===== src/asfe_pkg.sv =====
package asfe_pkg;

    localparam logic [7:0] START_DELIM = 8'h7e;
    localparam logic [7:0] TYPE_REG_STATUS = 8'ha4;
    localparam logic [7:0] TYPE_ROUTE_REQ = 8'ha3;
    localparam logic [7:0] TYPE_UNLOCK_RSP = 8'hac;
    localparam logic [7:0] CHECKSUM_BASE = 8'hff;

    localparam logic [7:0] REG_OK = 8'h00;
    localparam logic [7:0] REG_KEY_TOO_LONG = 8'h01;
    localparam logic [7:0] REG_TRANSIENT_FULL = 8'h18;
    localparam logic [7:0] REG_ADDR_NOT_FOUND = 8'hb1;
    localparam logic [7:0] REG_KEY_INVALID = 8'hb2;
    localparam logic [7:0] REG_ADDR_INVALID = 8'hb3;
    localparam logic [7:0] REG_TABLE_FULL = 8'hb4;
    localparam logic [7:0] REG_SEC_DATA_BAD = 8'hbd;

    localparam logic [15:0] LEN_REG_STATUS = 16'h0003;
    localparam logic [15:0] LEN_ROUTE_REQ = 16'h000c;
    localparam logic [7:0] OFS_BODY = 8'h03;
    localparam logic [7:0] OFS_ROUTE_NWK = 8'h0c;
    localparam logic [7:0] OFS_ROUTE_OPT = 8'h0e;
    localparam logic [7:0] ROUTE_OPT_VALUE = 8'h00;

    localparam int FIFO_DEPTH = 8;

    typedef enum logic [1:0] {
        ST_IDLE = 2'b00,
        ST_HEAD = 2'b01,
        ST_BODY = 2'b10,
        ST_SUM = 2'b11
    } asfe_state_type;

    typedef enum logic [1:0] {
        SRC_NONE = 2'b00,
        SRC_REG = 2'b01,
        SRC_ROUTE = 2'b10,
        SRC_UNLOCK = 2'b11
    } asfe_src_type;

endpackage


===== src/asfe_fifo.sv =====
module asfe_fifo #(
    parameter int WIDTH = 8,
    parameter int DEPTH = asfe_pkg::FIFO_DEPTH
) (
    // Clock and reset.
    input wire logic ref_clk,
    input wire logic rst,
    // Fill side.
    input wire logic [WIDTH-1:0] in_data,
    input wire logic in_valid,
    output logic in_ready,
    // Drain side.
    output logic [WIDTH-1:0] out_data,
    output logic out_valid,
    input wire logic out_ready
);
    localparam int AW = $clog2(DEPTH);

    logic [WIDTH-1:0] mem_r [DEPTH];
    logic [AW-1:0] wr_ptr_r;
    logic [AW-1:0] rd_ptr_r;
    logic [AW:0] count_r;
    logic do_wr;
    logic do_rd;

    assign in_ready = (count_r != (AW+1)'(DEPTH));
    assign out_valid = (count_r != '0);
    assign out_data = mem_r[rd_ptr_r];
    assign do_wr = in_valid && in_ready;
    assign do_rd = out_valid && out_ready;

    always_ff @(posedge ref_clk)
    begin
        if (do_wr)
        begin
            mem_r[wr_ptr_r] <= in_data;
        end
    end

    always_ff @(posedge ref_clk)
    begin
        if (rst)
        begin
            wr_ptr_r <= '0;
            rd_ptr_r <= '0;
            count_r <= '0;
        end
        else
        begin
            if (do_wr)
            begin
                wr_ptr_r <= (wr_ptr_r == AW'(DEPTH - 1)) ? '0 : wr_ptr_r + 1'b1;
            end
            if (do_rd)
            begin
                rd_ptr_r <= (rd_ptr_r == AW'(DEPTH - 1)) ? '0 : rd_ptr_r + 1'b1;
            end
            if (do_wr && !do_rd)
            begin
                count_r <= count_r + 1'b1;
            end
            else if (do_rd && !do_wr)
            begin
                count_r <= count_r - 1'b1;
            end
        end
    end

endmodule


===== src/asfe_emitter.sv =====
module asfe_emitter #(
    parameter int UNLOCK_MAX = 64
) (
    // Clock and reset.
    input wire logic ref_clk,
    input wire logic rst,
    // Registration result event.
    input wire logic reg_valid,
    output logic reg_ready,
    input wire logic [7:0] reg_frame_id,
    input wire logic [7:0] reg_code,
    input wire logic reg_key_reserved,
    input wire logic reg_crc_fail,
    // Route request event.
    input wire logic route_valid,
    output logic route_ready,
    input wire logic [63:0] route_addr64,
    input wire logic [15:0] route_addr16,
    // Unlock response body stream, first byte after the type byte.
    input wire logic unlock_valid,
    output logic unlock_ready,
    input wire logic [7:0] unlock_data,
    input wire logic unlock_last,
    // Serial byte stream to the host.
    output logic [7:0] tx_data,
    output logic tx_valid,
    input wire logic tx_ready,
    // Status.
    output logic busy
);
    localparam int UAW = $clog2(UNLOCK_MAX);

    asfe_pkg::asfe_state_type state_r;
    asfe_pkg::asfe_src_type src_r;
    logic [7:0] idx_r;
    logic [15:0] len_r;
    logic [7:0] sum_r;
    logic [7:0] fid_r;
    logic [7:0] code_r;
    logic [63:0] a64_r;
    logic [15:0] a16_r;
    logic [7:0] ubuf_r [UNLOCK_MAX];
    logic [UAW:0] ucnt_r;
    logic ucollect_r;
    logic [7:0] byte_nxt;
    logic [7:0] reg_code_nxt;
    logic f_valid;
    logic f_ready;
    logic push;
    logic start_reg;
    logic start_route;
    logic start_unlock;
    logic body_end;

    // Unlock body bytes are gathered before the frame so the length is known.
    assign unlock_ready = ucollect_r && (ucnt_r != (UAW+1)'(UNLOCK_MAX));
    assign start_reg = (state_r == asfe_pkg::ST_IDLE) && reg_valid;
    assign start_route = (state_r == asfe_pkg::ST_IDLE) && !reg_valid && route_valid;
    assign start_unlock = (state_r == asfe_pkg::ST_IDLE) && !reg_valid && !route_valid
        && !ucollect_r && ucnt_r != '0;
    assign reg_ready = start_reg;
    assign route_ready = start_route;
    assign push = f_valid && f_ready;
    assign body_end = (idx_r == len_r[7:0] + asfe_pkg::OFS_BODY - 8'h01);

    // Reserved keys and failed install codes override the reported result.
    always_comb
    begin
        if (reg_key_reserved)
        begin
            reg_code_nxt = asfe_pkg::REG_KEY_INVALID;
        end
        else if (reg_crc_fail)
        begin
            reg_code_nxt = asfe_pkg::REG_SEC_DATA_BAD;
        end
        else
        begin
            unique case (reg_code)
                asfe_pkg::REG_OK, asfe_pkg::REG_KEY_TOO_LONG,
                asfe_pkg::REG_TRANSIENT_FULL: reg_code_nxt = reg_code;
                asfe_pkg::REG_ADDR_NOT_FOUND, asfe_pkg::REG_ADDR_INVALID,
                asfe_pkg::REG_TABLE_FULL: reg_code_nxt = reg_code;
                asfe_pkg::REG_KEY_INVALID: reg_code_nxt = reg_code;
                default: reg_code_nxt = asfe_pkg::REG_SEC_DATA_BAD;
            endcase
        end
    end

    // Byte that belongs at the current offset.
    always_comb
    begin
        byte_nxt = 8'h00;
        unique case (state_r)
            asfe_pkg::ST_HEAD:
            begin
                if (idx_r == 8'h00)
                begin
                    byte_nxt = asfe_pkg::START_DELIM;
                end
                else if (idx_r == 8'h01)
                begin
                    byte_nxt = len_r[15:8];
                end
                else
                begin
                    byte_nxt = len_r[7:0];
                end
            end
            asfe_pkg::ST_BODY:
            begin
                if (idx_r == asfe_pkg::OFS_BODY)
                begin
                    unique case (src_r)
                        asfe_pkg::SRC_REG: byte_nxt = asfe_pkg::TYPE_REG_STATUS;
                        asfe_pkg::SRC_ROUTE: byte_nxt = asfe_pkg::TYPE_ROUTE_REQ;
                        default: byte_nxt = asfe_pkg::TYPE_UNLOCK_RSP;
                    endcase
                end
                else if (src_r == asfe_pkg::SRC_REG)
                begin
                    byte_nxt = (idx_r == 8'h04) ? fid_r : code_r;
                end
                else if (src_r == asfe_pkg::SRC_ROUTE)
                begin
                    if (idx_r < asfe_pkg::OFS_ROUTE_NWK)
                    begin
                        byte_nxt = a64_r[8 * (4'hb - idx_r[3:0]) +: 8];
                    end
                    else if (idx_r < asfe_pkg::OFS_ROUTE_OPT)
                    begin
                        byte_nxt = idx_r[0] ? a16_r[7:0] : a16_r[15:8];
                    end
                    else
                    begin
                        byte_nxt = asfe_pkg::ROUTE_OPT_VALUE;
                    end
                end
                else
                begin
                    byte_nxt = ubuf_r[UAW'(idx_r - 8'h04)];
                end
            end
            asfe_pkg::ST_SUM: byte_nxt = asfe_pkg::CHECKSUM_BASE - sum_r;
            default: byte_nxt = 8'h00;
        endcase
    end

    always_ff @(posedge ref_clk)
    begin
        if (unlock_valid && unlock_ready)
        begin
            ubuf_r[ucnt_r[UAW-1:0]] <= unlock_data;
        end
    end

    always_ff @(posedge ref_clk)
    begin
        if (rst)
        begin
            ucnt_r <= '0;
            ucollect_r <= 1'b1;
        end
        else if (unlock_valid && unlock_ready)
        begin
            ucnt_r <= ucnt_r + 1'b1;
            ucollect_r <= !unlock_last;
        end
        else if (src_r == asfe_pkg::SRC_UNLOCK && state_r == asfe_pkg::ST_SUM && push)
        begin
            ucnt_r <= '0;
            ucollect_r <= 1'b1;
        end
    end

    always_ff @(posedge ref_clk)
    begin
        if (start_reg)
        begin
            fid_r <= reg_frame_id;
            code_r <= reg_code_nxt;
        end
        if (start_route)
        begin
            a64_r <= route_addr64;
            a16_r <= route_addr16;
        end
    end

    always_ff @(posedge ref_clk)
    begin
        if (rst)
        begin
            state_r <= asfe_pkg::ST_IDLE;
            src_r <= asfe_pkg::SRC_NONE;
            idx_r <= 8'h00;
            len_r <= 16'h0000;
            sum_r <= 8'h00;
        end
        else
        begin
            unique case (state_r)
                asfe_pkg::ST_IDLE:
                begin
                    idx_r <= 8'h00;
                    sum_r <= 8'h00;
                    if (start_reg && reg_frame_id != 8'h00)
                    begin
                        state_r <= asfe_pkg::ST_HEAD;
                        src_r <= asfe_pkg::SRC_REG;
                        len_r <= asfe_pkg::LEN_REG_STATUS;
                    end
                    else if (start_route)
                    begin
                        state_r <= asfe_pkg::ST_HEAD;
                        src_r <= asfe_pkg::SRC_ROUTE;
                        len_r <= asfe_pkg::LEN_ROUTE_REQ;
                    end
                    else if (start_unlock)
                    begin
                        state_r <= asfe_pkg::ST_HEAD;
                        src_r <= asfe_pkg::SRC_UNLOCK;
                        len_r <= 16'(ucnt_r) + 16'h0001;
                    end
                end
                asfe_pkg::ST_HEAD:
                begin
                    if (push)
                    begin
                        idx_r <= idx_r + 8'h01;
                        if (idx_r == 8'h02)
                        begin
                            state_r <= asfe_pkg::ST_BODY;
                        end
                    end
                end
                asfe_pkg::ST_BODY:
                begin
                    if (push)
                    begin
                        idx_r <= idx_r + 8'h01;
                        sum_r <= sum_r + byte_nxt;
                        if (body_end)
                        begin
                            state_r <= asfe_pkg::ST_SUM;
                        end
                    end
                end
                asfe_pkg::ST_SUM:
                begin
                    if (push)
                    begin
                        state_r <= asfe_pkg::ST_IDLE;
                        src_r <= asfe_pkg::SRC_NONE;
                    end
                end
            endcase
        end
    end

    assign f_valid = (state_r != asfe_pkg::ST_IDLE);

    // Output bytes pass the FIFO so the host side can stall the framer.
    asfe_fifo #(
        .WIDTH(8),
        .DEPTH(asfe_pkg::FIFO_DEPTH)
    ) u_fifo (
        .ref_clk(ref_clk),
        .rst(rst),
        .in_data(byte_nxt),
        .in_valid(f_valid),
        .in_ready(f_ready),
        .out_data(tx_data),
        .out_valid(tx_valid),
        .out_ready(tx_ready)
    );

    always_ff @(posedge ref_clk)
    begin
        if (rst)
        begin
            busy <= 1'b0;
        end
        else
        begin
            busy <= (state_r != asfe_pkg::ST_IDLE) || tx_valid;
        end
    end

endmodule


===== config.mk =====
export PLATFORM = sky130hd
export DESIGN_NAME = asfe_emitter
export DESIGN_NICKNAME = d
export VERILOG_FILES = /design/src/asfe_pkg.sv /design/src/asfe_fifo.sv /design/src/asfe_emitter.sv
export SDC_FILE = /design/constraint.sdc
export NUM_CORES = 1
export LEC_CHECK = 0
export BUFFER_PORTS_ARGS = -buffer_cell sky130_fd_sc_hd__buf_2
export CAP_MARGIN = 25
export CORE_AREA = 10 10 238 297
export DETAILED_ROUTE_END_ITERATION = 12
export DIE_AREA = 0 0 248 307
export PLACE_DENSITY = 0.6
export SETUP_SLACK_MARGIN = 0.5
export SYNTH_ARGS = -nofsm -noshare
export SYNTH_HDL_FRONTEND = slang
export SYNTH_SLANG_ARGS = --single-unit
export TNS_END_PERCENT = 1

===== constraint.sdc =====
create_clock -name ref_clk -period 7.9 [get_ports ref_clk]
set_input_delay 0.79 -clock ref_clk [delete_from_list [all_inputs] [get_ports ref_clk]]
set_output_delay 0.79 -clock ref_clk [all_outputs]
set_load 0.005 [all_outputs]

* Yosys cells after proc, flatten, opt, wreduce, memory -nomap -nowiden *
Memories as Yosys holds them, arrays and structs flattened. A register that Yosys moved wholly into a read port is not among the register bits.
Index checks and enable logic that the tools add are counted.

operators by class
  $add $sub $neg = 13
  $lt $le $gt $ge = 2
  eq/ne operators = 28
  shifts and indexed selects = 1
  muxes and demuxes = 47
  bitwise logic cells = 1
  reductions and logical operators = 43

operators by type and width
  kind                                                                  number
  8-bit 2-to-1 mux                                                      11
  64-bit by 33-bit variable part select with 8-bit output               1
  16-bit 2-to-1 mux                                                     3
  8-bit == test, second input constant                                  4
  8-bit case mux with 2 select lines                                    2
  8-bit case mux with 3 select lines                                    1
  2-bit 2-to-1 mux                                                      11
  8-bit by 1-bit == test with 1-bit output, second input constant       2
  8-bit by 2-bit == test with 1-bit output, second input constant       2
  8-bit zero test                                                       2
  8-bit by 4-bit < comparator with 1-bit output, second input constant  2
  4-bit 2-to-1 mux                                                      4
  1-bit logical AND                                                     15
  7-bit 2-to-1 mux                                                      2
  3-bit 2-to-1 mux                                                      4
  2-bit nonzero test                                                    6
  2-bit inequality test, second input constant                          5
  7-bit by 1-bit adder with 8-bit output, second input constant         1
  8-bit by 1-bit adder with 8-bit output, second input constant         1
  8-bit by 2-bit adder with 8-bit output, second input constant         1
  8-bit adder                                                           1
  2-bit == test, second input constant                                  4
  8-bit by 3-bit == test with 1-bit output, second input constant       1
  8-bit by 5-bit == test with 1-bit output, second input constant       1
  33 further kinds                                                      48

storage, ports and cells
  register bits after elaboration = 151
  RAM bits = 576
  input bits = 113
  output and inout port bits = 13
  logic and storage cells = 153
  memories = 2

memories
  name          depth  bits a word  rd ports  clocked after memory_dff  write ports  RTL line            RTL
  ubuf_r        64     8            1         0                         1            asfe_emitter.sv:42  logic [7:0] ubuf_r [UNLOCK_MAX];
  u_fifo.mem_r  8      8            1         1                         1            asfe_fifo.sv:19     logic [WIDTH-1:0] mem_r [DEPTH];

* Longest topological paths before layout *
Gate-level depths: netlist of the first run.

  depth after elaboration = 10
  depth in mapped cells = 22

* Cells and area by module *
From an unflattened synthesis of the first run, not the netlist that was laid out.

second synthesis, totals
  cell total of the unflattened synthesis = 1579
  area total of the unflattened synthesis = 29532.1 µm²

by module, submodules not included
  module        times used  cells an instance  area each (µm²)  seq. area each (µm²)
  asfe_emitter  1           1411               26405.3          18998.2
  asfe_fifo     1           168                3126.7           2182.1

* Least setup slack after synthesis of the first run *
Ideal clock, no wire load.

  path kind = register to register
  from = register idx_r[2]
  to = register sum_r[7]
  setup time = 0.066 ns
  arrival time = 5.067 ns
  data required time = 7.834 ns
  slack = 2.767 ns
  stages on the path, launching flop included = 20
  path buffers = 4
  path through = dfxtp_1 -> buf_2 -> buf_1 -> inv_1 -> buf_2 -> ha_1 -> inv_1 -> clkbuf_1 -> mux4_2 -> mux4_2 -> o211ai_1 -> o21ai_0 -> ha_1 -> nand2_1 -> o21ai_0 -> o31ai_1 -> a21oi_1 -> a211o_1 -> o311ai_1 -> a2bb2oi_2

between the ends
  cells in the longest elaborated chain, start to end = 10
  elaborated cells between the ends (all ways) = 22

ends and longest elaborated chain
  item                                                                                                                 RTL line                                  RTL
  start: declaration                                                                                                   asfe_emitter.sv:35                        logic [7:0] idx_r;
  start signal: assignment                                                                                             asfe_emitter.sv:230                       idx_r <= idx_r + 8'h01;
  start signal: assignment                                                                                             asfe_emitter.sv:241                       idx_r <= idx_r + 8'h01;
  4-bit by 4-bit subtractor with 5-bit output / 8-bit by 4-bit < comparator with 1-bit output (equally long branches)  asfe_emitter.sv:128, asfe_emitter.sv:130
  64-bit by 33-bit variable part select with 8-bit output / 8-bit 2-to-1 mux (equally long branches)                   asfe_emitter.sv:128, asfe_emitter.sv:130
  8-bit 2-to-1 mux                                                                                                     asfe_emitter.sv:126                       if (idx_r < asfe_pkg::OFS_ROUTE_NWK)
  8-bit 2-to-1 mux                                                                                                     asfe_emitter.sv:124                       else if (src_r == asfe_pkg::SRC_ROUTE)
  8-bit 2-to-1 mux                                                                                                     asfe_emitter.sv:120                       else if (src_r == asfe_pkg::SRC_REG)
  8-bit 2-to-1 mux                                                                                                     asfe_emitter.sv:112                       if (idx_r == asfe_pkg::OFS_BODY)
  8-bit case mux with 3 select lines (*)                                                                               asfe_emitter.sv:94                        unique case (state_r)
  named net byte_nxt[2]                                                                                                asfe_emitter.sv:45                        logic [7:0] byte_nxt;
  8-bit adder (*)                                                                                                      asfe_emitter.sv:242                       sum_r <= sum_r + byte_nxt;
  8-bit 2-to-1 mux (*)                                                                                                 asfe_emitter.sv:239                       if (push)
  8-bit case mux with 2 select lines (*)                                                                               asfe_emitter.sv:202                       unique case (state_r)
  end signal: assignment                                                                                               asfe_emitter.sv:242
  end: declaration                                                                                                     asfe_emitter.sv:37                        logic [7:0] sum_r;

The timed path passes the listed nets; every way through them passes the cells marked *. The select of a mux whose other input is x is not followed.
A chain may end at the register's enable or synchronous reset.

* Worst setup path in the final report of the first run *
Same ends and word-level chain as after synthesis.

==> impl_results.md, run 1 <==
* Skew final at 0.0243 ns
* RSZ-0062 raised after global routing: no
* Proportion of synthesized chip area in sequential cells at 71.5%
* Worst Path Max Fanout at 17
* Number of buffers added on ports at 125
* Share of Yosys cell area claimed by the top area cell type at 68.2%
* Number of flops mapped to enable cells by yosys at 672
* First-pass GRT wire length at 108 mm
* Syn. warnings at 0
* Final critical-path required period at 5.52 ns
* Num Clock Sinks at 722
* I/O pin count at 126
* CP Class: flop to flop
* Fraction of registers with async set or reset after synthesis at 0%
* Area occupied by registers at 21200 sq um
* Die footprint at 76100 sq um
* Routability-driven placement congestion ratio at 0.957
* Power dissipated by switching net loads at 2.44 mW
* Number of setup buffers added after CTS at 0
* Violation count after the first detailed-routing iteration at 1262
* Fraction of the cycle the final worst path needs at 69.8%
* Largest buffer count on any clock path at 3
* Mapped Area at 29600 sq um
* Skew-Pair Late Insertion Delay at 0.62 ns
* GRT Total Usage at 19.3%
* Fraction of synthesized cell area in xor and xnor cells at 0.790%
* Wire per inst at 27.2 um
* Pin count of the biggest net entering global routing at 81
* Sequential share of power at 47.3%
* Cells resized by post-CTS repair at 0
* Combinational share of power at 17.0%
* Post-Syn Area per Cell at 18.4 sq um
* Via count of the first global-routing pass at 16011
* Leakage power of the design at 10.8 nW
* Area occupied by multi-input gates at 7950 sq um
* Root buffer selected by CTS: clkbuf_16
* Switching part of the total at 25.9%
* # setup viols final at 0
* Main combinational cell family by area after synthesis: multiplexers
* Die X-Extent at 248 um
* Number of vias per cell after detailed routing at 5.83
* Hold Crit Class: input pin to flop
* Highest clock frequency the design can meet at 181 MHz
* Number of max-cap violations at 0
* Diode count at 0
* VDD IR max at 0.169 mV
* Pwr/cell area at 279 nW/um^2
* Residual antenna-violating net count after detailed routing at 0
* Share of synthesized cell area in full adder, half adder and majority cells at 1.53%
* Number of buffers inserted during clock tree synthesis at 74
* NumNets Final at 1924
* Capturing element type of the critical path: flop
* Worst slew slack as a fraction of its limit at 22.5%
* Outcome: finished clean
* Post-synthesis cell type with the largest combined area: edfxtp_1
* Mux cell area share after synthesis at 15.8%
* Final WL at 73.2 mm
* Final hold viol count at 0
* CTS Hold Buffers Added at 0
* Clock network fraction of total power at 35.7%
* First-pass iteration count of the detailed router at 5
* Number of rows in the core area at 105
* Top flip-flop cell by instance count after synthesis: edfxtp_1
* Core utilization of the finished layout at 52.0%
* Count of vias placed by the detailed router at 15677
* Worst EP required at 8.45 ns
* Design internal power at 6.99 mW
* Simple logic cell fraction of the synthesized area at 5.09%
* Cell types with the largest area share after synthesis: edfxtp_1, mux4_2, dfxtp_1, nor2_1, ha_1
* Number of antenna violations at the first check in global routing at 1
* Clock-pin slew reported for the worst setup and hold paths after clock tree synthesis at 0.06 ns
* Height of the die at 307 um
* HPWL after detailed placement at 48.1 mm
* Sum Neg Setup Slack at 0 ns
* Total nets after synthesis at 1759
* Compound-gate portion of the synthesized area at 3.40%
* Data arrival time at the worst-slack endpoint at 6.07 ns
* Depth of the CTS H-tree at 3
* Register bit count reported by yosys at 722
* Post-synthesis instance total at 1611
* Clock tree from TritonCTS: done
* Initial standard-cell utilization of the core at 45.5%
* Fraction of layout cells with a size suffix above 1 at 28.1%
* GRT Residual Overflow at 0
* Fillers at 5159
* Final routed DRC violation total at 0
* Area added between synthesis and finish at 14.3%
* Max Transition Viols Final at 0
* Area inside the core boundary at 65000 sq um
* Critical path startpoint category: flop
* Count of cell types in the netlist at 71
* Worst-margin pin slew at 1.15 ns
==> Yosys cell counts (all sizes together) (7+ instances only) <==
library cell and n:
o21ai 20, mux2i 27, nand3 37, mux4 188, ha 33, a21oi 53, nor3 16, inv 35
nand2b 7, or2 8, nand2 69, mux2 15, xnor2 15, dfxtp 50, nand4 8, a31oi 13
nor2 129, a22oi 7, buf 46, edfxtp 672, clkbuf 42, xor2 9, nor2b 7, nor4 11
==> final timing paths <==
path	cells past startpoint	end	slack, ns	startpoint
max reg2reg	16	sum_r[7]	2.38	idx_r[2]
min	1	a16_r[3]	0.35	route_addr16[3]
max	16	sum_r[7]	2.38	idx_r[2]
min reg2reg	2	sum_r[2]	0.48	sum_r[2]
==> flip-flops by register name (all words and copies together) (netlist names), named ones only <==
name and count:
ubuf_r 512, a64_r 64, u_fifo.mem_r 64, a16_r 16, code_r 8, fid_r 8
idx_r 8, len_r 8, sum_r 8, ucnt_r 7, u_fifo.count_r 4, u_fifo.rd_ptr_r 3
u_fifo.wr_ptr_r 3, src_r 2, state_r 2, busy 1, ucollect_r 1
==> logic make-up (layout without fill, tap and decap cells) <==
family | Yosys count | after routing
flops | 722 | 722
simple gates | 324 | 324
mux | 230 | 230
compound gates | 151 | 151
buf+inv | 123 | 347
fa+ha+maj | 35 | 35
xor+xnor | 25 | 25
other cells | 1 | 1
==> power groups by stage <==
stage / Combinational [mW] / Sequential (mW) / Clock (mW)
2_1_floorplan: 1.10 / 4.50 / 0
3_3_place_gp: 1.57 / 4.54 / 0
3_5_place_dp: 1.61 / 4.54 / 0
4_1_cts: 1.62 / 4.46 / 3.44
5_1_grt: 1.73 / 4.47 / 3.59
6_report: 1.60 / 4.46 / 3.37
==> final cells by class <==
| cell class | instances | area share (%) |
|---|---|---|
| multi-input cells | 766 | 23.5 |
| well taps | 856 | 3.17 |
| flip-flops and latches | 722 | 62.6 |
| repair buffers | 177 | 3.43 |
| clock inverters | 34 | 0.810 |
| clock buffers | 101 | 6.08 |
| inverters | 35 | 0.392 |
==> cell usage in the layout, fill, tap and decap left out, types with 10 or more instances in the layout <==
cell type and count:
clkinv_2 13, nor2_1 128, dfxtp_1 47, nor4_1 10, o21ai_0 19, clkinv_1 12, nor3_1 13, buf_4 33
nand2_1 69, nand3_1 37, mux2i_1 27, ha_1 33, a31oi_1 13, clkbuf_1 19, inv_1 33, xnor2_1 14
a21oi_1 53, clkbuf_16 76, buf_2 126, mux4_2 188, edfxtp_1 672, mux2_2 15
==> stage by stage <==
stage	instance area [sq um]	std cells	hold WS (ns)	setup WS (ns)	power, mW
final	33800	2691	0.346	2.38	9.42
after detailed placement	31300	2541	0.470	2.43	6.15
after floorplan	29600	1611	0.449	2.77	5.60
after global placement	31200	2532	0.468	2.37	6.11
after global routing	33800	2691	0.330	2.01	9.79
after CTS	33700	2676	0.313	2.39	9.52
==> critical path, stage by stage (launching register included) <==
cell and delay [ns]:
dfxtp_2 0.49, inv_1 0.10, ha_1 0.40, inv_2 0.45, buf_4 0.45, mux4_2 0.58
mux4_2 0.53, o211ai_1 0.19, o21ai_0 0.43, ha_1 0.53, nand2_1 0.07, o21ai_0 0.13
o31ai_1 0.39, a21oi_1 0.19, a211o_1 0.26, o311ai_1 0.10, a2bb2oi_2 0.16
==> layer usage <==
metal  track usage [%]  wire length, um
met5                 0               13
met4              8.08             2680
met3              2.89             4260
met2              33.1            38500
met1              24.0            27800
No activity file was read; power rests on OpenSTA's default activity.
==> run 2: changes to the inputs <==
- ABC_AREA: not set -> 1
- CORE_AREA: 10 10 238 297 -> 10 10 242 301
- DIE_AREA: 0 0 248 307 -> 0 0 252 311
- PLACE_DENSITY: 0.6 -> 0.62
- clock period: 7.9 -> 4.8 ns (I/O delays scaled with it)
==> run 2 against run 1 <==
  * Power increased by 81%
  * Wire length up 16%
  * Synthesized cell count is 62% higher
  * Non-clock buffer count rose by 49
  * Clock skew increased by 0.0076 ns
  * Maximum frequency rose by 32%
  * Utilization is 0.37 points higher
  * Synthesized area grew 2.9%
  * Die area rose by 2.9%
  * Via count increased by 35%
  * Cell area grew 3.5%
  * Largest cell class unchanged
  * Largest power group unchanged
==> impl_results.md, run 2 <==
* Outcome: finished clean
* Fraction of registers with async set or reset after synthesis at 0% (unchanged)
* Final WL at 85.3 mm (+16%)
* Count of cell types in the netlist at 62 (-13%)
* Capturing element type of the critical path: flop
* Data arrival time at the worst-slack endpoint at 4.72 ns (-1.35 ns)
* Fraction of layout cells with a size suffix above 1 at 13.5% (-15 points)
* Fraction of the cycle the final worst path needs at 87.0% (+17 points)
* Clock tree from TritonCTS: done
* Post-Syn Area per Cell at 11.7 sq um (-37%)
* Number of buffers inserted during clock tree synthesis at 72 (-2.7%)
* Routability-driven placement congestion ratio at 0.882 (-7.8%)
* Post-route standard cell area excluding fillers at 35000 sq um (+3.5%)
* Number of flops mapped to enable cells by yosys at 672 (unchanged)
* Flip-flop count of the largest register after layout at 512 (unchanged)
* Fillers at 5657 (+9.7%)
* Power dissipated by switching net loads at 5.23 mW (+110%)
* Max Transition Viols Final at 0 (unchanged)
* Via count of the first global-routing pass at 21023 (+31%)
* Area occupied by multi-input gates at 8120 sq um (+2.2%)
* Number of cells traversed by the worst hold path at 1 (unchanged)
* Number of buffers added on ports at 125 (unchanged)
* Diode count at 0 (unchanged)
* Num Clock Sinks at 722 (unchanged)
* Endpoint of the most critical register-to-register path: sum_r[7]
* I/O pin count at 126 (unchanged)
* VDD IR max at 0.273 mV (+61%)
* Worst slew slack as a fraction of its limit at 33.1% (+11 points)
* Number of vias per cell after detailed routing at 5.74 (-1.5%)
* # setup viols final at 0 (unchanged)
* Count of vias placed by the detailed router at 21173 (+35%)
* Post-synthesis cell type with the largest combined area: edfxtp_1
* Power, Total at 17.1 mW (+81%)
* Pin count of the biggest net entering global routing at 76 (-6.2%)
* Die footprint at 78400 sq um (+2.9%)
* Area occupied by registers at 21200 sq um (about the same)
* Post-synthesis instance total at 2611 (+62%)
* Wire per inst at 23.1 um (-15%)
* Design internal power at 11.9 mW (+70%)
* Worst hold endpoint: a64_r[3]
* Synth top cells by count: edfxtp_1, nor2_1, nand2_1
* Most frequent cell after synthesis: edfxtp_1
* Mapped Area at 30500 sq um (+2.9%)
* Worst Reg2Reg Path Length in Cells at 22 (+6)
* Number of rows in the core area at 106 (+0.95%)
* Leading cell type in the layout, fill and taps excluded: edfxtp_1
* Reg2reg setup slack at 0.62 ns (-1.76 ns)
* Number of antenna violations at the first check in global routing at 0 (-1)
* CP Class: flop to flop
* Sum Neg Setup Slack at 0 ns (unchanged)
* Final routed DRC violation total at 0 (unchanged)
* Sequential share of power at 43.3% (-4.0 points)
* Skew final at 0.0320 ns (+0.00763 ns)
* GRT Total Usage at 20.8% (+1.5 points)
* RSZ-0062 raised after global routing: no
* Leakage power of the design at 12.5 nW (+15%)
* Register bit count reported by yosys at 722 (unchanged)
* Switching part of the total at 30.6% (+4.7 points)
* Skew-Pair Late Insertion Delay at 0.64 ns (+0.02 ns)
* Worst Path Max Fanout at 28 (+11)
* Total nets after synthesis at 2759 (+57%)
* Violation count after the first detailed-routing iteration at 1999 (+58%)
* Residual antenna-violating net count after detailed routing at 0 (unchanged)
* Area of placed instances at 32100 sq um (+2.4%)
* Proportion of synthesized chip area in sequential cells at 69.5% (-2.0 points)
* Critical path startpoint category: flop
* Clock-pin slew reported for the worst setup and hold paths after clock tree synthesis at 0.07 ns (about the same)
* Final critical-path setup slack at 0.623 ns (-1.76 ns)
* First-pass GRT wire length at 126 mm (+17%)
* Root buffer selected by CTS: clkbuf_16
* Initial standard-cell utilization of the core at 45.6% (about the same)
* Hold Crit Class: input pin to flop
* Worst-margin pin slew at 1.00 ns (-0.150 ns)
* Pwr/cell area at 488 nW/um^2 (+75%)
* Syn. warnings at 0 (unchanged)
* NumNets Final at 2916 (+52%)
* Height of the die at 311 um (+1.3%)
* GRT Residual Overflow at 0 (unchanged)
* Beginning of the worst register-to-register path: idx_r[0]
* Final hold viol count at 0 (unchanged)
* Final critical-path required period at 4.18 ns (-1.34 ns)
* Depth of the CTS H-tree at 3 (unchanged)
* Area added between synthesis and finish at 15.0%
* Beginning of the worst hold path: route_addr64[3]
* Worst slack at placement at 0.448 ns (-1.98 ns)
* Top flip-flop cell by instance count after synthesis: edfxtp_1
* Share of Yosys cell area claimed by the top area cell type at 66.3% (-1.9 points)
* Final-layout worst hold slack at 0.0213 ns (-0.325 ns)
* Die X-Extent at 252 um (+1.6%)
* Cell types with the largest area share after synthesis: edfxtp_1, nor2_1, nand2_1, o21ai_0, nand3_1
* Highest clock frequency the design can meet at 239 MHz (+32%)
* Combinational share of power at 23.2% (+6.2 points)
* Largest buffer count on any clock path at 3 (unchanged)
* Number of max-cap violations at 0 (unchanged)
* Most frequent cells in the layout: edfxtp_1, nor2_1, nand2_1
* Worst EP required at 5.34 ns (-3.11 ns)
* Area inside the core boundary at 66800 sq um (+2.8%)
* Clock network fraction of total power at 33.5% (-2.2 points)
* First-pass iteration count of the detailed router at 5 (unchanged)
* HPWL after detailed placement at 53.0 mm (+10%)
==> run 2: changes by cell type after synthesis, moves of 27 or more <==
cell	delta
buf_2	+27
mux2i_1	-27
o22ai_1	+86
nand2_1	+319
mux4_2	-188
a21oi_1	+36
nor2_1	+267
o21ai_0	+232
nand3_1	+177
inv_1	+70
==> run 2: what timing repair did <==
action,4_1_cts,5_1_grt
pin swaps,0,2
endpoints found under the setup margin,1,2
buffers inserted,0,19
hold buffers,4,0
gates resized for setup,2,40
endpoints found under the hold margin,4,0
gates cloned,0,8
==> run 2: layer usage <==
| metal | track usage, % | up-vias | routed length (um) |
|---|---|---|---|
| met5 | 0 | - | 0 |
| met4 | 9.82 | 0 | 3530 |
| met3 | 2.64 | 184 | 5650 |
| met2 | 36.0 | 856 | 43100 |
| met1 | 25.4 | 10425 | 33000 |
| li1 | - | 9708 | - |
==> run 2: kinds of logic after synthesis <==
group,share of synthesized area (%)
AO/OA/AOI/OAI,10.3
XOR/XNOR,0.596
adder cells (fa/ha/maj),1.49
buffers and inverters,4.16
flip-flops,69.5
other,0.0123
AND/OR/NAND/NOR,13.9
==> run 2: power by group through the flow <==
| stage | combinational, mW | clock, mW | sequential (mW) |
|---|---|---|---|
| CTS | 3.60 | 5.80 | 7.39 |
| global placement | 3.49 | 0 | 7.51 |
| floorplan | 2.47 | 0 | 7.47 |
| detailed placement | 3.57 | 0 | 7.52 |
| global route | 4.35 | 6.04 | 7.43 |
| finish | 3.96 | 5.73 | 7.40 |
==> run 2: how the worst max path moves through the flow <==
stage,start,end,slack [ns],depth (start not counted)
after floorplan,idx_r[2],sum_r[7],0.50,33
after global placement,idx_r[0],sum_r[7],0.42,27
after detailed placement,idx_r[0],sum_r[7],0.45,27
after CTS,idx_r[0],sum_r[7],0.52,27
after global routing,idx_r[0],sum_r[7],0.37,22
final,idx_r[0],sum_r[7],0.62,22
==> run 2: area by class of cell <==
cell class | instances | share of cell area [%]
Timing Repair Buffer | 226 | 5.00
Clock buffer | 93 | 5.58
Multi-Input combinational cell | 1628 | 23.2
Clock inverter | 40 | 1.23
Inverter | 116 | 1.35
Timing Repair inverter | 2 | 0.0643
Tap cell | 864 | 3.09
Sequential cell | 722 | 60.5
==> run 2: per-stage QoR <==
step                      instances  utilization, %
after floorplan                2611               -
after global placement         3527            48.0
after detailed placement       3527            48.0
after CTS                      3664            51.7
after global routing           3691            52.4
final                          3691            52.4
==> run 2: worst max-delay path, stage by stage, from the launching register on <==
cell	delay (ns)
dfxtp_4	0.42
buf_4	0.20
inv_8	0.20
buf_4	0.26
nand2_1	0.08
a32o_1	0.23
o211ai_1	0.24
nand3_1	0.20
nand3_1	0.15
nand3_1	0.19
nand2_1	0.13
nand3_1	0.11
a21oi_4	0.27
ha_1	0.30
a21oi_1	0.19
nor2_1	0.07
o21ai_0	0.18
nand2_1	0.13
xor2_2	0.17
nand3_1	0.11
nand2_1	0.10
nand2_1	0.05
a21oi_1	0.12
==> run 3: changes to the inputs <==
- MAX_ROUTING_LAYER: not set -> met4
==> run 3 against run 2 <==
  * Hold slack barely moved
  * Sequential share of layout area is 0.095 points lower
  * Critical path type unchanged
  * Combinational power grew 1%
  * Clock skew shrank 0.0014 ns
==> impl_results.md, run 3 (synthesized netlist as in run 2, its figures left out) <==
* Outcome: finished clean
* Combinational share of power at 23.4% (+0.2 points)
* Number of buffers inserted during clock tree synthesis at 72 (unchanged)
* Pin count of the biggest net entering global routing at 76 (unchanged)
* Depth of the CTS H-tree at 3 (unchanged)
* Area inside the core boundary at 66800 sq um (unchanged)
* Final WL at 85.8 mm (+0.61%)
* Most frequent cells in the layout: edfxtp_1, nor2_1, nand2_1
* Height of the die at 311 um (unchanged)
* Via count of the first global-routing pass at 20960 (-0.30%)
* Pwr/cell area at 489 nW/um^2 (+0.18%)
* Die X-Extent at 252 um (unchanged)
* Non-filler cells, final at 3693 (+0.054%)
* Max Transition Viols Final at 0 (unchanged)
* Leading cell type in the layout, fill and taps excluded: edfxtp_1
* HPWL after detailed placement at 53.0 mm (unchanged)
* Number of cells traversed by the worst hold path at 1 (unchanged)
* Hold Crit Class: input pin to flop
* Violation count after the first detailed-routing iteration at 1931 (-3.4%)
* Worst slew slack as a fraction of its limit at 34.1% (+1.0 points)
* Diode count at 0 (unchanged)
* CP Class: flop to flop
* Crit path capture: sum_r[7]
* I/O pin count at 126 (unchanged)
* Fraction of layout cells with a size suffix above 1 at 13.4% (-0.045 points)
* Critical path startpoint category: flop
* Die footprint at 78400 sq um (unchanged)
* Cells along the critical path: buf_12, buf_12, buf_16, nand2_1, a32o_1, o211ai_1, nand3_1, nand3_1, nand3_1, nand2_1, nand3_1, a21oi_2, ha_1, a21oi_2, nor2_1, o21ai_0, nand2_1, xor2_2, nand3_1, nand2_1, nand2_1, a21oi_1
* First-pass GRT wire length at 127 mm (+0.11%)
* Capturing element type of the critical path: flop
* GRT Total Usage at 21.4% (+0.64 points)
* Clock-pin slew reported for the worst setup and hold paths after clock tree synthesis at 0.07 ns (about the same)
* Number of max-cap violations at 0 (unchanged)
* Wire per inst at 23.2 um (+0.56%)
* Initial standard-cell utilization of the core at 45.6% (unchanged)
* Number of antenna violations at the first check in global routing at 0 (unchanged)
* Beginning of the worst register-to-register path: idx_r[0]
* Worst Reg2Reg Path Length in Cells at 22 (unchanged)
* Reg2reg setup slack at 0.64 ns (+0.02 ns)
* Fillers at 5654 (-0.053%)
* Flip-flop count of the largest register after layout at 512 (unchanged)
* VDD IR max at 0.273 mV (about the same)
* RSZ-0062 raised after global routing: yes
* Leakage power of the design at 12.5 nW (+0.14%)
* Final hold viol count at 0 (unchanged)
* Skew final at 0.0306 ns (-0.00136 ns)
* Num Clock Sinks at 722 (unchanged)
* Skew-Pair Late Insertion Delay at 0.63 ns (about the same)
* Count of vias placed by the detailed router at 21302 (+0.61%)
* NumNets Final at 2918 (+0.069%)
* Data arrival time at the worst-slack endpoint at 4.70 ns (-0.02 ns)
* Residual antenna-violating net count after detailed routing at 0 (unchanged)
* GRT Residual Overflow at 0 (unchanged)
* Number of buffers added on ports at 125 (unchanged)
* Final critical-path required period at 4.16 ns (-0.0151 ns)
* Final routed DRC violation total at 0 (unchanged)
* Power dissipated by switching net loads at 5.24 mW (+0.29%)
* Power, Total at 17.1 mW (+0.34%)
* Clock network fraction of total power at 33.4% (about the same)
* Worst EP required at 5.34 ns (about the same)
* Area added between synthesis and finish at 15.2%
* Sequential share of power at 43.2% (about the same)
* Worst Path Max Fanout at 28 (unchanged)
* Critical path origin: idx_r[0]
* Number of rows in the core area at 106 (unchanged)
* Root buffer selected by CTS: clkbuf_16
* Routability-driven placement congestion ratio at 0.896 (+1.5%)
* First-pass iteration count of the detailed router at 5 (unchanged)
* Worst-margin pin slew at 0.984 ns (-0.0155 ns)
* Sum Neg Setup Slack at 0 ns (unchanged)
* Switching part of the total at 30.6% (about the same)
* Clock tree from TritonCTS: done
* Fraction of the cycle the final worst path needs at 86.7% (-0.31 points)
* Endpoint of the most critical register-to-register path: sum_r[7]
* Instance count after placement with tap cells included at 3527 (unchanged)
* # setup viols final at 0 (unchanged)
* Highest clock frequency the design can meet at 240 MHz (+0.36%)
* Number of vias per cell after detailed routing at 5.77 (+0.55%)
* Largest buffer count on any clock path at 3 (unchanged)
* Worst-path cell with the longest stage delay: dfxtp_4
* Worst stage delay on the critical path at 0.49 ns (+0.07 ns)
* Design internal power at 11.9 mW (+0.36%)
==> run 3: cell types whose count changed in the layout (fill, tap and decap cells not counted), sizes merged <==
cell	before	now
clkbuf	99	101
clkinv	33	34
inv	115	114
==> run 3: area by class of cell <==
cell class / instances / area [sq um] / area share [%]
Clock inverter: 40 / 432 / 1.23
Inverter: 116 / 477 / 1.36
Clock buffer: 93 / 1950 / 5.57
Timing Repair Buffer: 228 / 1820 / 5.20
Multi-Input combinational cell: 1628 / 8100 / 23.1
Timing Repair inverter: 2 / 22.5 / 0.0642
Sequential cell: 722 / 21200 / 60.4
Tap cell: 864 / 1080 / 3.08
==> run 3: how the worst min path moves through the flow <==
| stage | from | to |
|---|---|---|
| 6_report | route_addr64[3] | a64_r[3] |
| 2_1_floorplan | sum_r[7] | sum_r[7] |
| 4_1_cts | route_addr16[1] | a16_r[1] |
| 5_1_grt | route_addr64[22] | a64_r[22] |
| 3_5_place_dp | sum_r[7] | sum_r[7] |
| 3_3_place_gp | sum_r[7] | sum_r[7] |
==> run 3: power by group through the flow <==
stage	registers [mW]	logic, mW	clock network [mW]
global route	7.43	4.41	6.05
global placement	7.51	3.49	0
detailed placement	7.52	3.57	0
floorplan	7.47	2.47	0
CTS	7.39	3.60	5.80
finish	7.40	4.01	5.73
==> run 3: critical path: cells and delay by family, from the launching register on <==
kind,cells,cell delay (ns)
AOI/OAI and AO/OA,6,1.34
xor gates and xnor gates,1,0.17
adders and majority gates,1,0.33
buffers and inverters,3,0.47
DFF,1,0.49
and+or+nand+nor,11,1.24
==> run 3: routing by layer <==
metal	vias up	GRT usage, %	wire (um)
met4	0	9.81	3550
met2	851	36.1	43700
met3	188	2.53	5360
li1	9709	-	-
met5	-	-	0
met1	10554	25.5	33100
==> run 3: timing repair <==
item                                    in CTS  in global routing
hold buffers                                 4                  0
endpoints found under the hold margin        4                  0
endpoints found under the setup margin       1                  2
buffers inserted                             0                 19
pin swaps                                    0                  5
gates cloned                                 0                 10
resized for setup                            2                 34
==> run 3: metrics by stage <==
stage	util, %	hold slack (ns)	area (sq um)	worst slack, ns
after floorplan	-	0.445	30500	0.500
after global placement	48.0	0.467	32100	0.421
after detailed placement	48.0	0.465	32100	0.448
after CTS	51.7	0.000332	34500	0.523
after global routing	52.5	0.0174	35100	0.405
final	52.5	0.0210	35100	0.638
